## config.mk

```make
export PLATFORM = sky130hd
export DESIGN_NAME = serial_flash_command_port
export DESIGN_NICKNAME = d
export VERILOG_FILES = /design/src/flash_cmd_pkg.sv /design/src/flash_stream_fifo.sv /design/src/serial_flash_command_port.sv
export SDC_FILE = /design/constraint.sdc
export NUM_CORES = 1
export LEC_CHECK = 0
export BUFFER_PORTS_ARGS = -buffer_cell sky130_fd_sc_hd__buf_2
export CAP_MARGIN = 20
export CORE_MARGIN = 1.5
export CORE_UTILIZATION = 41
export DETAILED_ROUTE_END_ITERATION = 16
export PLACE_DENSITY = 0.68
export SETUP_SLACK_MARGIN = 0.1
export SYNTH_ARGS = -nofsm -noshare
export SYNTH_HDL_FRONTEND = slang
export SYNTH_SLANG_ARGS = --single-unit
```

## constraint.sdc

```tcl
create_clock -name clk -period 3.3 [get_ports clk]
set_clock_uncertainty 0.1 [all_clocks]
set_input_delay 0.33 -clock clk [delete_from_list [all_inputs] [get_ports clk]]
set_output_delay 0.33 -clock clk [all_outputs]
set_load 0.1 [all_outputs]
```

## src/flash_cmd_pkg.sv

```systemverilog
// How it works
// - A command is taken whether the serial clock idles low or high at chip select fall (modes 0 and 3).
// - Serial input is sampled on each rising serial clock edge, the host keeping it stable around that edge.
// - Commands other than status read are an 8-bit opcode, then 3 reserved bits, 12 page bits, 9 offset bits.
// - A page to buffer transfer or compare stays busy at most 250 us, or 300 us on the low-voltage part.
// - Erase plus program lasts 20 ms, program alone 14 ms, page erase 8 ms, block erase 12 ms, busy held until done.
// - Legacy opcodes 68H and 52H start a continuous array read and a page read.
// - Legacy opcodes 54H and 56H read buffer one and two, and 57H returns the status byte.
// - Opcodes E8H and D2H start a continuous array read and a page read like their legacy twins.
// - Opcodes D4H and D6H read buffer one and two, and D7H returns the status byte.
// - A continuous read runs past the last byte of a page into byte 0 of the next page.
package flash_cmd_pkg;

  // ****************************************
  // Clock and framing
  // ****************************************
  localparam int CLK_MHZ = 125;
  localparam int PAGE_W = 12;
  localparam int OFF_W = 9;
  localparam int CNT_W = 7;
  localparam int TIMER_W = 22;
  localparam logic [CNT_W-1:0] OP_LAST_BIT = 7'h07;
  localparam logic [CNT_W-1:0] HDR_LAST_BIT = 7'h1F;
  localparam logic [CNT_W-1:0] START_ARRAY = 7'h40;
  localparam logic [CNT_W-1:0] START_BUFFER = 7'h28;
  localparam logic [OFF_W-1:0] LAST_OFFSET = 9'h107;
  localparam logic [7:0] IDLE_BYTE = 8'hFF;

  // ****************************************
  // Opcodes
  // ****************************************
  localparam logic [7:0] OP_CONT_LEGACY = 8'h68;
  localparam logic [7:0] OP_PAGE_LEGACY = 8'h52;
  localparam logic [7:0] OP_BUF1_LEGACY = 8'h54;
  localparam logic [7:0] OP_BUF2_LEGACY = 8'h56;
  localparam logic [7:0] OP_STAT_LEGACY = 8'h57;
  localparam logic [7:0] OP_CONT_SPI = 8'hE8;
  localparam logic [7:0] OP_PAGE_SPI = 8'hD2;
  localparam logic [7:0] OP_BUF1_SPI = 8'hD4;
  localparam logic [7:0] OP_BUF2_SPI = 8'hD6;
  localparam logic [7:0] OP_STAT_SPI = 8'hD7;
  localparam logic [7:0] OP_BLOCK_ERASE = 8'h50;
  localparam logic [7:0] OP_PAGE_TO_BUF1 = 8'h53;
  localparam logic [7:0] OP_PAGE_TO_BUF2 = 8'h55;
  localparam logic [7:0] OP_REWRITE1 = 8'h58;
  localparam logic [7:0] OP_REWRITE2 = 8'h59;
  localparam logic [7:0] OP_COMPARE1 = 8'h60;
  localparam logic [7:0] OP_COMPARE2 = 8'h61;
  localparam logic [7:0] OP_PAGE_ERASE = 8'h81;
  localparam logic [7:0] OP_PROG_VIA_BUF1 = 8'h82;
  localparam logic [7:0] OP_BUF1_TO_PAGE_ERASE = 8'h83;
  localparam logic [7:0] OP_PROG_VIA_BUF2 = 8'h85;
  localparam logic [7:0] OP_BUF2_TO_PAGE_ERASE = 8'h86;
  localparam logic [7:0] OP_BUF1_TO_PAGE = 8'h88;
  localparam logic [7:0] OP_BUF2_TO_PAGE = 8'h89;

  // ****************************************
  // Self-timed durations
  // ****************************************
  localparam int XFR_STD_US = 250;
  localparam int XFR_LV_US = 300;
  localparam int EP_MS = 20;
  localparam int P_MS = 14;
  localparam int PE_MS = 8;
  localparam int BE_MS = 12;
  localparam int XFR_STD_CYCLES = XFR_STD_US * CLK_MHZ;
  localparam int XFR_LV_CYCLES = XFR_LV_US * CLK_MHZ;
  localparam int EP_CYCLES_DEF = EP_MS * 1000 * CLK_MHZ;
  localparam int P_CYCLES_DEF = P_MS * 1000 * CLK_MHZ;
  localparam int PE_CYCLES_DEF = PE_MS * 1000 * CLK_MHZ;
  localparam int BE_CYCLES_DEF = BE_MS * 1000 * CLK_MHZ;

  typedef enum logic [1:0] {SRC_MAIN = 2'h0, SRC_BUF1 = 2'h1, SRC_BUF2 = 2'h2, SRC_STATUS = 2'h3} source_t;
  typedef enum logic [4:0] {
    ST_IDLE = 5'h01, ST_HEADER = 5'h02, ST_DUMMY = 5'h04, ST_DATA = 5'h08, ST_IGNORE = 5'h10
  } state_t;

  // Opcode decoding shared by the capture logic and its checks
  function automatic logic isStatusOp(input logic [7:0] op);
    return op == OP_STAT_LEGACY || op == OP_STAT_SPI;
  endfunction

  function automatic logic isContOp(input logic [7:0] op);
    return op == OP_CONT_LEGACY || op == OP_CONT_SPI;
  endfunction

  function automatic logic isPageOp(input logic [7:0] op);
    return op == OP_PAGE_LEGACY || op == OP_PAGE_SPI;
  endfunction

  function automatic logic isBufReadOp(input logic [7:0] op);
    return op == OP_BUF1_LEGACY || op == OP_BUF2_LEGACY || op == OP_BUF1_SPI || op == OP_BUF2_SPI;
  endfunction

  function automatic source_t readSource(input logic [7:0] op);
    if (op == OP_BUF1_LEGACY || op == OP_BUF1_SPI) begin
      return SRC_BUF1;
    end
    if (op == OP_BUF2_LEGACY || op == OP_BUF2_SPI) begin
      return SRC_BUF2;
    end
    return SRC_MAIN;
  endfunction

endpackage

```

## src/flash_stream_fifo.sv

```systemverilog
module flash_stream_fifo
  import flash_cmd_pkg::*;
#(
  parameter int WIDTH = 8,
  parameter int DEPTH = 8
) (
  input wire logic clk, // System clock
  input wire logic rst, // Synchronous reset
  input wire logic clear, // Drops all content
  input wire logic [WIDTH-1:0] wrData, // Word to store
  input wire logic wrValid, // Word offered
  output logic wrReady, // Room for a word
  output logic [WIDTH-1:0] rdData, // Oldest word
  output logic rdValid, // A word is held
  input wire logic rdReady // Oldest word taken
);

  localparam int AW = $clog2(DEPTH);

  logic [WIDTH-1:0] mem [DEPTH];
  logic [AW:0] wrPtr;
  logic [AW:0] rdPtr;
  wire push = wrValid && wrReady;
  wire pop = rdValid && rdReady;

  // Extra pointer bit tells full from empty
  assign wrReady = !(wrPtr[AW] != rdPtr[AW] && wrPtr[AW-1:0] == rdPtr[AW-1:0]);
  assign rdValid = wrPtr != rdPtr;
  assign rdData = mem[rdPtr[AW-1:0]];

  // Pointers
  always_ff @(posedge clk) begin
    if (rst || clear) begin
      wrPtr <= '0;
      rdPtr <= '0;
    end else begin
      if (push) begin
        wrPtr <= wrPtr + 1'b1;
      end
      if (pop) begin
        rdPtr <= rdPtr + 1'b1;
      end
    end
  end

  // Storage needs no reset; only words below the write pointer are read
  always_ff @(posedge clk) begin
    if (push) begin
      mem[wrPtr[AW-1:0]] <= wrData;
    end
  end

  fifo_no_overrun_a: assert property (@(posedge clk) disable iff (rst) !wrReady |=> !wrReady || $past(pop) || $past(clear))
    else $error("fifo room appeared without a pop");

endmodule

```

## src/serial_flash_command_port.sv

```systemverilog
module serial_flash_command_port
  import flash_cmd_pkg::*;
#(
  parameter int XFR_CYCLES = XFR_STD_CYCLES,
  parameter int EP_CYCLES = EP_CYCLES_DEF,
  parameter int P_CYCLES = P_CYCLES_DEF,
  parameter int PE_CYCLES = PE_CYCLES_DEF,
  parameter int BE_CYCLES = BE_CYCLES_DEF
) (
  input wire logic clk, // System clock, 125 MHz
  input wire logic rst, // Synchronous reset, active high
  input wire logic csN, // Chip select pin, active low
  input wire logic sck, // Serial clock pin
  input wire logic si, // Serial input pin
  input wire logic resetN, // Reset pin, active low
  output logic soBit, // Serial output level
  output logic soOe, // Serial output driven
  output logic readyBusy, // High when ready
  output logic fetchValid, // Read data wanted
  output source_t fetchSource, // Array or buffer to read
  output logic [PAGE_W-1:0] fetchPage, // Page of next byte
  output logic [OFF_W-1:0] fetchOffset, // Offset of next byte
  input wire logic [7:0] fillData, // Byte at fetch address
  input wire logic fillValid, // Byte offered
  output logic fillReady, // Byte taken this cycle
  input wire logic [6:0] deviceStatus, // Low status bits
  output logic opStart, // Self-timed operation launched
  output logic [7:0] opCode // Opcode of last command
);

  // ****************************************
  // Pin synchronisers
  // ****************************************
  logic csMeta, csSync, csLast;
  logic sckMeta, sckSync, sckLast;
  logic siMeta, siSync;
  logic rstnMeta, rstnSync;

  // Two flops per pin; edge detection looks only at the second and later
  always_ff @(posedge clk) begin
    if (rst) begin
      {csMeta, csSync, csLast} <= 3'h7;
      {sckMeta, sckSync, sckLast} <= 3'h0;
      {siMeta, siSync} <= 2'h0;
      {rstnMeta, rstnSync} <= 2'h0;
    end else begin
      {csMeta, csSync, csLast} <= {csN, csMeta, csSync};
      {sckMeta, sckSync, sckLast} <= {sck, sckMeta, sckSync};
      {siMeta, siSync} <= {si, siMeta};
      {rstnMeta, rstnSync} <= {resetN, rstnMeta};
    end
  end

  // Edges; the idle level of the clock at select is never looked at
  wire csFall = csLast && !csSync;
  wire csRise = !csLast && csSync;
  wire sckRise = sckSync && !sckLast && !csSync;
  wire sckFall = !sckSync && sckLast && !csSync;
  wire abort = !rstnSync;

  // ****************************************
  // Command capture
  // ****************************************
  state_t state;
  logic [CNT_W-1:0] bitCount;
  logic [31:0] hdr;
  logic [CNT_W-1:0] dataStart;
  logic continuous;
  logic busy;
  logic [TIMER_W-1:0] timer;

  wire [31:0] nextHdr = {hdr[30:0], siSync};
  wire opDone = state == ST_HEADER && sckRise && bitCount == OP_LAST_BIT;
  wire hdrDone = state == ST_HEADER && sckRise && bitCount == HDR_LAST_BIT;
  wire [7:0] newOp = nextHdr[7:0];
  wire opIsRead = isContOp(opCode) || isPageOp(opCode) || isBufReadOp(opCode);
  wire dummyDone = state == ST_DUMMY && sckRise && bitCount == dataStart - 1'b1;
  wire fillAccept = fillValid && fillReady;
  wire offsetWrap = fetchOffset == LAST_OFFSET;

  // Header shifting and phase steps; the reserved bits nextHdr[23:21] are dropped
  always_ff @(posedge clk) begin
    if (rst || abort || csSync) begin
      state <= ST_IDLE;
      bitCount <= '0;
    end else if (csFall || state == ST_IDLE) begin
      state <= ST_HEADER;
      bitCount <= '0;
    end else if (sckRise && state != ST_DATA && state != ST_IGNORE) begin
      bitCount <= bitCount + 1'b1;
      hdr <= nextHdr;
      if (opDone && isStatusOp(newOp)) begin
        state <= ST_DATA;
      end else if (hdrDone) begin
        state <= opIsRead ? ST_DUMMY : ST_IGNORE;
      end else if (dummyDone) begin
        state <= ST_DATA;
      end
    end
  end

  // Opcode decode picks source, dummy length and page crossing
  always_ff @(posedge clk) begin
    if (rst) begin
      opCode <= '0;
      fetchSource <= SRC_MAIN;
      continuous <= 1'b0;
      dataStart <= START_ARRAY;
    end else if (opDone) begin
      opCode <= newOp;
      fetchSource <= isStatusOp(newOp) ? SRC_STATUS : readSource(newOp);
      continuous <= isContOp(newOp);
      dataStart <= isBufReadOp(newOp) ? START_BUFFER : START_ARRAY;
    end
  end

  // Address register walks one byte per byte fetched
  always_ff @(posedge clk) begin
    if (rst) begin
      fetchPage <= '0;
      fetchOffset <= '0;
    end else if (hdrDone) begin
      fetchPage <= nextHdr[20:9];
      fetchOffset <= nextHdr[8:0];
    end else if (fillAccept) begin
      fetchOffset <= offsetWrap ? '0 : fetchOffset + 1'b1;
      if (offsetWrap && continuous) begin
        fetchPage <= fetchPage + 1'b1;
      end
    end
  end

  // ****************************************
  // Read data path
  // ****************************************
  logic fifoReady, fifoValid;
  logic [7:0] fifoData;
  logic [7:0] outShift;
  logic [2:0] outBit;

  assign fetchValid = (state == ST_DUMMY || state == ST_DATA) && fetchSource != SRC_STATUS;
  assign fillReady = fetchValid && fifoReady;
  wire loadByte = state == ST_DATA && sckFall && outBit == 3'h0;
  wire [7:0] statusByte = {readyBusy, deviceStatus};
  wire [7:0] arrayByte = fifoValid ? fifoData : IDLE_BYTE; // Underrun shows as all ones
  wire [7:0] sendByte = fetchSource == SRC_STATUS ? statusByte : arrayByte;
  wire popByte = loadByte && fetchSource != SRC_STATUS;

  // Prefetch runs during the dummy bytes so the first byte waits in the FIFO
  flash_stream_fifo #(.WIDTH(8), .DEPTH(8)) prefetch (
    .clk(clk),
    .rst(rst),
    .clear(csSync),
    .wrData(fillData),
    .wrValid(fillValid && fetchValid),
    .wrReady(fifoReady),
    .rdData(fifoData),
    .rdValid(fifoValid),
    .rdReady(popByte)
  );

  // Bits leave on falling edges so they are settled for the host's rising edge
  always_ff @(posedge clk) begin
    if (rst || abort || csSync) begin
      soOe <= 1'b0;
      soBit <= 1'b0;
      outBit <= '0;
      outShift <= '0;
    end else if (state == ST_DATA && sckFall) begin
      soOe <= 1'b1;
      outBit <= outBit + 1'b1;
      soBit <= loadByte ? sendByte[7] : outShift[7];
      outShift <= loadByte ? {sendByte[6:0], 1'b0} : {outShift[6:0], 1'b0};
    end
  end

  // ****************************************
  // Self-timed operations
  // ****************************************
  function automatic logic [TIMER_W-1:0] opDuration(input logic [7:0] op);
    unique case (op)
      OP_PAGE_TO_BUF1, OP_PAGE_TO_BUF2, OP_COMPARE1, OP_COMPARE2: return TIMER_W'(XFR_CYCLES);
      OP_PROG_VIA_BUF1, OP_PROG_VIA_BUF2, OP_BUF1_TO_PAGE_ERASE,
      OP_BUF2_TO_PAGE_ERASE, OP_REWRITE1, OP_REWRITE2: return TIMER_W'(EP_CYCLES);
      OP_BUF1_TO_PAGE, OP_BUF2_TO_PAGE: return TIMER_W'(P_CYCLES);
      OP_PAGE_ERASE: return TIMER_W'(PE_CYCLES);
      OP_BLOCK_ERASE: return TIMER_W'(BE_CYCLES);
      default: return '0;
    endcase
  endfunction

  wire [TIMER_W-1:0] launchCycles = opDuration(opCode);
  // A launch while busy is dropped: the array can run only one job
  wire launch = csRise && state == ST_IGNORE && launchCycles != '0 && !busy;

  // Busy timer counts the operation's full length down to zero
  always_ff @(posedge clk) begin
    if (rst || abort) begin
      busy <= 1'b0;
      timer <= '0;
      opStart <= 1'b0;
    end else begin
      opStart <= launch;
      if (launch) begin
        busy <= 1'b1;
        timer <= launchCycles - 1'b1;
      end else if (busy) begin
        busy <= timer != '0;
        timer <= timer - (timer != '0);
      end
    end
  end

  assign readyBusy = !busy;

  // ****************************************
  // Checks
  // ****************************************
  so_float_a: assert property (@(posedge clk) disable iff (rst) csSync |=> !soOe)
    else $error("serial output driven with select high");
  no_drive_early_a: assert property (@(posedge clk) disable iff (rst) $rose(soOe) |-> $past(state) == ST_DATA)
    else $error("serial output driven outside data phase");
  mode_fall_a: assert property (@(posedge clk) disable iff (rst)
    (sckFall && state != ST_DATA) |=> $stable(soBit))
    else $error("falling clock moved output outside data");
  addr_capture_a: assert property (@(posedge clk) disable iff (rst)
    hdrDone |=> fetchPage == $past(nextHdr[20:9]) && fetchOffset == $past(nextHdr[8:0]))
    else $error("page or offset captured wrongly");
  status_now_a: assert property (@(posedge clk) disable iff (rst)
    (opDone && isStatusOp(newOp) && !abort) |=> state == ST_DATA && fetchSource == SRC_STATUS)
    else $error("status read did not start data");
  array_dummy_a: assert property (@(posedge clk) disable iff (rst)
    (dummyDone && !abort) |-> bitCount == (isBufReadOp(opCode) ? START_BUFFER : START_ARRAY) - 1'b1)
    else $error("dummy length wrong for opcode");
  cont_wrap_a: assert property (@(posedge clk) disable iff (rst)
    (fillAccept && continuous && offsetWrap) |=> fetchOffset == '0 && fetchPage == PAGE_W'($past(fetchPage) + 1'b1))
    else $error("continuous read failed to enter next page");
  page_wrap_a: assert property (@(posedge clk) disable iff (rst)
    (fillAccept && !continuous && offsetWrap) |=> fetchOffset == '0 && $stable(fetchPage))
    else $error("page read left its page");
  launch_busy_a: assert property (@(posedge clk) disable iff (rst) opStart |-> busy && !$past(busy))
    else $error("launch did not raise busy");
  ep_time_a: assert property (@(posedge clk) disable iff (rst)
    (opStart && (opCode == OP_BUF1_TO_PAGE_ERASE || opCode == OP_BUF2_TO_PAGE_ERASE ||
    opCode == OP_PROG_VIA_BUF1 || opCode == OP_PROG_VIA_BUF2 ||
    opCode == OP_REWRITE1 || opCode == OP_REWRITE2)) |-> timer == TIMER_W'(EP_CYCLES - 1))
    else $error("erase and program length wrong");
  xfr_time_a: assert property (@(posedge clk) disable iff (rst)
    (opStart && opCode == OP_PAGE_TO_BUF1) |-> timer == TIMER_W'(XFR_CYCLES - 1))
    else $error("transfer length wrong");
  ready_back_a: assert property (@(posedge clk) disable iff (rst)
    (busy && timer == '0 && !abort) |=> !busy)
    else $error("busy outlived its timer");

endmodule

```

==> summary.txt, run 1 <==
Floorplanning
  – Total die area: between 20,000 and 25,000 um^2
  – Placeable Area: 20,400 um^2
  – I/O pins: 59
  – Initial core utilization: 0.422
  – Cell Rows: 52
  – Die Y: 148 um
  – Die Width: 148 um

Routing
  – Total Wirelength: 19.0 mm
  – Initial DRC Count: 575
  – DRC: 0
  – Routed wire per std cell: roughly 16 um
  – Via count: 6,394
  – Drt pass-1 iters: 5
  – Via/cell ratio: approximately 5.5
  – Remaining antenna violation count: 0

Global route
  – Largest net degree at the start of global routing: 47
  – Global Route Usage Sum: 0.179
  – Total grt overflow: 0
  – Vias in the first global route: 6,059
  – Initial antenna violation count: 1
  – First-pass GRT wire length: 31.0 mm

Placed design
  – Placed Instances: 1,127
  – RePlAce Congestion: roughly 0.8
  – IO Port Bufs: 58
  – Post-detail-place hpwl: 13.0 mm

Clocking
  – Clock Tree Root: clkbuf_16
  – Worst-Skew Late Latency: ~0.44 ns
  – TritonCTS buffer count: 17
  – CTS tree: done
  – H-tree levels: 4
  – CTS clock-pin slew for the worst setup and hold paths: 0.08 ns
  – CTS sink cnt: around 190
  – Clk buf depth: 2

Setup path
  – Most frequent CP cell: or3_4
  – R2r setup slk: about 0.23 ns
  – R2R cell count: 14
  – Critical Path Source Type: flip-flop
  – RR Endpoint: timer[14]
  – RR Startpoint: timer[14]
  – Worst EP arrival: roughly 3.3 ns
  – Critical Path, Cell by Cell: nor3_4, nand2b_1, or3_1, or3_4, or2_2, ha_2, ha_1, nor2b_2, nand2_2, or3_4, nor2_2, nor4b_1, o21ai_1, a21oi_1
  – CP Capture Point: timer[14]
  – Worst-path fanout max: 6
  – CP max stage delay: 0.37 ns
  – CP Capture Type: flip-flop
  – Slowest cell on crit path: dfxtp_4
  – WP data required: 3.51 ns
  – Worst Setup Path Type: reg2reg
  – Source of the critical timing path: timer[14]

Logic synthesis
  – Syn nets: 846
  – Seq cells post-synth: 187
  – Count leader, synth: dfxtp_1
  – Ys async rst share: 0
  – Post-synth top area share: 0.293
  – Largest area contributor in the netlist: edfxtp_1
  – Distinct cells, synth: 80
  – Syn Inst Count: slightly above 800
  – Synthesized cell area: roughly 8600 um^2
  – Top_reg_cell synth: dfxtp_1
  – Syn_area_per_cell: 10.6 um^2
  – Top post-synthesis cells by area: edfxtp_1 29%, dfxtp_1 24%, mux4_2 4.2%, nor2_1 4.1%, a21oi_1 3.0%
  – Yosys warnings: 0
  – Number of synthesized flops with an enable pin: 84
  – Seq/Total Area, Yosys: 0.532
  – Post-synth top cells: 103 x dfxtp_1, 95 x nor2_1, 84 x edfxtp_1, 68 x nand2_1, 52 x a21oi_1

Power
  – Leakage: 3.52 nW
  – VDD IR-drop max: roughly 0.26 mV
  – Power per Cell Area: 453 nW/um^2

Cells and area
  – Layout Nets: roughly 900
  – Non-Filler Instances: 1,163
  – Share of layout cells above drive strength 1: 0.214
  – Area grow syn2layout: 15.9%
  – # fillers: approximately 1,900

STA
  – RSZ-0062 raised after global routing: false
  – Maximum clock frequency: 0.326 GHz
  – Worst slew pin tran: roughly 0.9 ns
  – Hold Fails Final Rpt: 0
  – Slew Limit Fails: 0
  – Final setup vio count: 0
  – Setup TNS: 0 ns
  – Crit path time final: 3.07 ns
  – Worst slew margin: 0.392
  – Period utilization: 0.929

Min path
  – Worst Hold Class: in2reg

Run
  – Maxcap violations: 0

Outcome
  – Outcome: finished, final reports clean
[critical path, delay by kind of cell, from the launching register on]
kind / cells / cell delay, ns
simple gates: 10 / 1.87
flops: 1 / 0.37
fa+ha+maj: 2 / 0.37
compound gates: 2 / 0.23
[worst min-delay path by stage]
stage          startpoint  endpoint  slack, ns  cells after the start
2_1_floorplan      csMeta    csSync       0.29                      1
4_1_cts                si    siMeta      0.003                      2
3_3_place_gp       csMeta    csSync       0.30                      1
5_1_grt                si    siMeta       0.02                      2
6_report           resetN  rstnMeta       0.02                      2
3_5_place_dp       csMeta    csSync       0.30                      1
[what timing repair did]
action | 4_1_cts | 5_1_grt
hold buffers | 2 | 0
resized for setup | 0 | 16
hold endpoints to repair | 2 | 0
setup buffers | 0 | 1
endpoints found under the setup margin | 0 | 11
[sequential cells by signal, summed over array words and instances, names as in the netlist, 3 cells and up, named ones only]
| signal | flops |
|---|---|
| outShift | 7 |
| state | 5 |
| bitCount | 7 |
| prefetch.wrPtr | 4 |
| fetchPage | 12 |
| outBit | 3 |
| hdr | 20 |
| prefetch.mem | 64 |
| timer | 22 |
| opCode | 8 |
| prefetch.rdPtr | 4 |
| fetchOffset | 9 |
[per-layer routing]
layer	vias to the layer above	part of all wire	GRT usage
met5	-	0	0
met4	0	0.016	0.0639
met3	21	0.040	0.0324
met2	154	0.46	0.276
met1	3082	0.48	0.253
li1	3137	-	-
[placed cells by master (no fill, tap or decap), types with 6 or more instances in the layout]
cell type  instances
nor2b_1           16
o22ai_1            7
nand2_1           67
buf_4             32
or2_2              7
nor3b_1            7
a21oi_1           50
nor4_1             6
nor2_1            94
a211oi_1          28
buf_2             58
mux2_2             7
xor2_1            27
mux4_2            16
nand4_1           16
edfxtp_1          84
nor3_1            22
o21ai_0           32
mux2i_1            9
nand3_1           22
clkbuf_16         17
ha_1              10
o21ai_1            6
xnor2_1           11
inv_1             11
and3_1            11
dfxtp_1           95
[cell type report]
class	count	area (um^2)	share of cell area
flip-flops and latches	187	4600	0.461
multi-input cells	565	3810	0.381
repair buffers	94	582	0.0582
clock buffers	18	429	0.0430
well taps	270	338	0.0338
clock inverters	14	173	0.0173
inverters	14	52.6	0.00526
diodes	1	2.50	0.000250
[power by group]
group,total (mW),internal [mW],switching (mW),leakage [nW]
clock network,2.07,1.09,0.978,0.291
logic,0.0441,0.0158,0.0284,1.63
registers,2.42,2.41,0.00459,1.59
[kinds of logic after synthesis]
| kind of cell | count (synthesis) | synth area share |
|---|---|---|
| and+or+nand+nor | 320 | 0.194 |
| DFF | 187 | 0.532 |
| AOI/OAI and AO/OA | 164 | 0.126 |
| buffers and inverters | 61 | 0.0329 |
| xor gates and xnor gates | 38 | 0.0386 |
| muxes | 32 | 0.0614 |
| adders and majority gates | 11 | 0.0160 |
[metrics by stage]
step	hold slack, ns	total power, mW	utilization	cell area, um^2	worst slack (ns)
3_5_place_dp	0.298	2.51	0.456	9310	0.145
3_3_place_gp	0.298	2.51	0.456	9310	0.209
4_1_cts	0.00335	4.57	0.486	9940	0.113
5_1_grt	0.0222	4.66	0.489	9990	0.0589
2_1_floorplan	0.289	2.49	-	8640	0.100
6_report	0.0166	4.53	0.489	9990	0.234
Power figures use the tool's default switching activity.
==> run 2: changes to the inputs <==
Settings changed: CORE_UTILIZATION 41 to 45, PLACE_DENSITY 0.68 to 0.73.
==> run 2 against run 1 <==
Maximum frequency fell by 0.57%. Critical path depth unchanged. Sequential share of layout area grew 0.28 points. Routed wire length is 1.8% lower. Final area shrank 0.58%. Core utilization rose by 4.0 points. Via count is 0.83% higher. Clock power shrank 4%. Critical endpoint is now timer[18].
==> summary.txt, run 2 (synthesis gave the netlist of run 1 again) <==
Floorplanning
  – Placeable Area: 18,800 um^2
  – Initial core utilization: 0.459
  – Die Width: between 100 and 150 um
  – Die Y: 141 um
  – Total die area: 20,000 um^2
  – Cell Rows: 50
  – I/O pins: 59

STA
  – Hold Fails Final Rpt: 0
  – Crit path time final: 3.08 ns
  – Period utilization: 0.934
  – Maximum clock frequency: 0.324 GHz
  – Setup TNS: 0 ns
  – RSZ-0062 raised after global routing: true
  – Slew Limit Fails: 0
  – Worst slew margin: 0.408
  – Worst slew pin tran: 0.888 ns
  – Final setup vio count: 0

Setup path
  – CP max stage delay: 0.37 ns
  – WP data required: 3.49 ns
  – Critical Path, Cell by Cell: nor3_4, nand2b_1, or3_4, or3_4, or2_2, ha_2, ha_1, nor2b_4, nand2_1, or3_4, nor2_2, nor4b_1, o21ai_1, a21oi_1
  – Most frequent CP cell: or3_4
  – Critical Path Source Type: flip-flop
  – Worst Setup Path Type: reg2reg
  – Worst EP arrival: 3.27 ns
  – Worst-path fanout max: 6
  – Slowest cell on crit path: dfxtp_4
  – CP Capture Type: flip-flop

Cells and area
  – Layout Nets: 912
  – Design area: between 9000 and 10,000 um^2
  – Non-Filler Instances: 1,126
  – Share of layout cells above drive strength 1: 0.215
  – Largest register FFs: 64
  – Core Util, Final: 0.529
  – Area grow syn2layout: 15.2%
  – Most frequent cells in the layout: 94 x nor2_1, 94 x dfxtp_1, 84 x edfxtp_1
  – # fillers: 1,643
  – ANT cells: 0

Clocking
  – Clock Tree Root: clkbuf_16
  – CTS clock-pin slew for the worst setup and hold paths: 0.08 ns
  – CTS sink cnt: 187
  – CTS tree: done
  – Worst-Skew Late Latency: 0.44 ns
  – Clk buf depth: 2
  – TritonCTS buffer count: 17
  – H-tree levels: 4

Global route
  – Largest net degree at the start of global routing: 47
  – Global Route Usage Sum: 0.193
  – First-pass GRT wire length: 30.5 mm
  – Total grt overflow: 0
  – Initial antenna violation count: 0
  – Vias in the first global route: 6,028

Power
  – Leakage: 3.51 nW
  – Power per Cell Area: 448 nW/um^2
  – Power, Total: around 4.5 mW
  – VDD IR-drop max: 0.364 mV

Routing
  – Remaining antenna violation count: 0
  – Total Wirelength: 18.7 mm
  – Initial DRC Count: 470
  – Via count: 6,447
  – DRC: 0
  – Drt pass-1 iters: 5
  – Routed wire per std cell: 16.6 um
  – Via/cell ratio: 5.73

Placed design
  – Placed Instances: 1,089
  – RePlAce Congestion: about 0.91
  – Placed cell area: 9240 um^2
  – IO Port Bufs: 58
  – Post-detail-place hpwl: about 13 mm

Min path
  – Worst Hold Class: in2reg

Outcome
  – Outcome: finished, final reports clean

Run
  – Maxcap violations: 0
run 2: routing by layer:
layer | up-vias | track usage | part of all wire
met5 | - | 0 | 0
met4 | 0 | 0.0695 | 0.017
li1 | 3139 | - | -
met3 | 22 | 0.0391 | 0.042
met1 | 3123 | 0.267 | 0.47
met2 | 163 | 0.302 | 0.47
run 2: per-stage QoR:
step	worst slack, ns	hold slack (ns)
6_report	0.217	0.0166
4_1_cts	0.130	0.00843
3_3_place_gp	0.150	0.300
3_5_place_dp	0.0329	0.294
5_1_grt	0.0399	0.0108
2_1_floorplan	0.100	0.289
run 2: path summary, 6_finish.rpt:
kind	slack [ns]	from	depth (start not counted)	to
max reg2reg	0.22	timer[14]	14	timer[18]
min reg2reg	0.31	csMeta	1	csSync
min	0.02	resetN	2	rstnMeta
max	0.22	timer[14]	14	timer[18]
run 2: area by class of cell:
type                       count  area [um^2]  area share
timing repair buffer          94          568      0.0572
multi-input combinational    565         3840       0.386
sequential                   187         4610       0.464
clock buffer                  18          429      0.0432
clock inverter                14          149      0.0150
inverter                      14         52.6     0.00529
tap                          234          293      0.0295
run 2: worst max-delay path, delay by kind of cell (launching register included):
| kind | cells | cell delay [ns] |
|---|---|---|
| and+or+nand+nor | 10 | 1.87 |
| adders and majority gates | 2 | 0.38 |
| AOI/OAI and AO/OA | 2 | 0.21 |
| DFF | 1 | 0.37 |
run 2: where the power goes:
part           internal (mW)  switching [mW]  leakage (nW)
Combinational         0.0162          0.0279          1.63
Sequential              2.41         0.00441          1.59
Clock                   1.01           0.983         0.284
run 2: timing repair:
item                                    4_1_cts  5_1_grt
pin swaps                                     1        3
endpoints found under the hold margin         3        0
gates resized for setup                       1       18
hold buffers                                  3        0
buffers inserted                              0        2
gates cloned                                  0        0
endpoints found under the setup margin        4        9
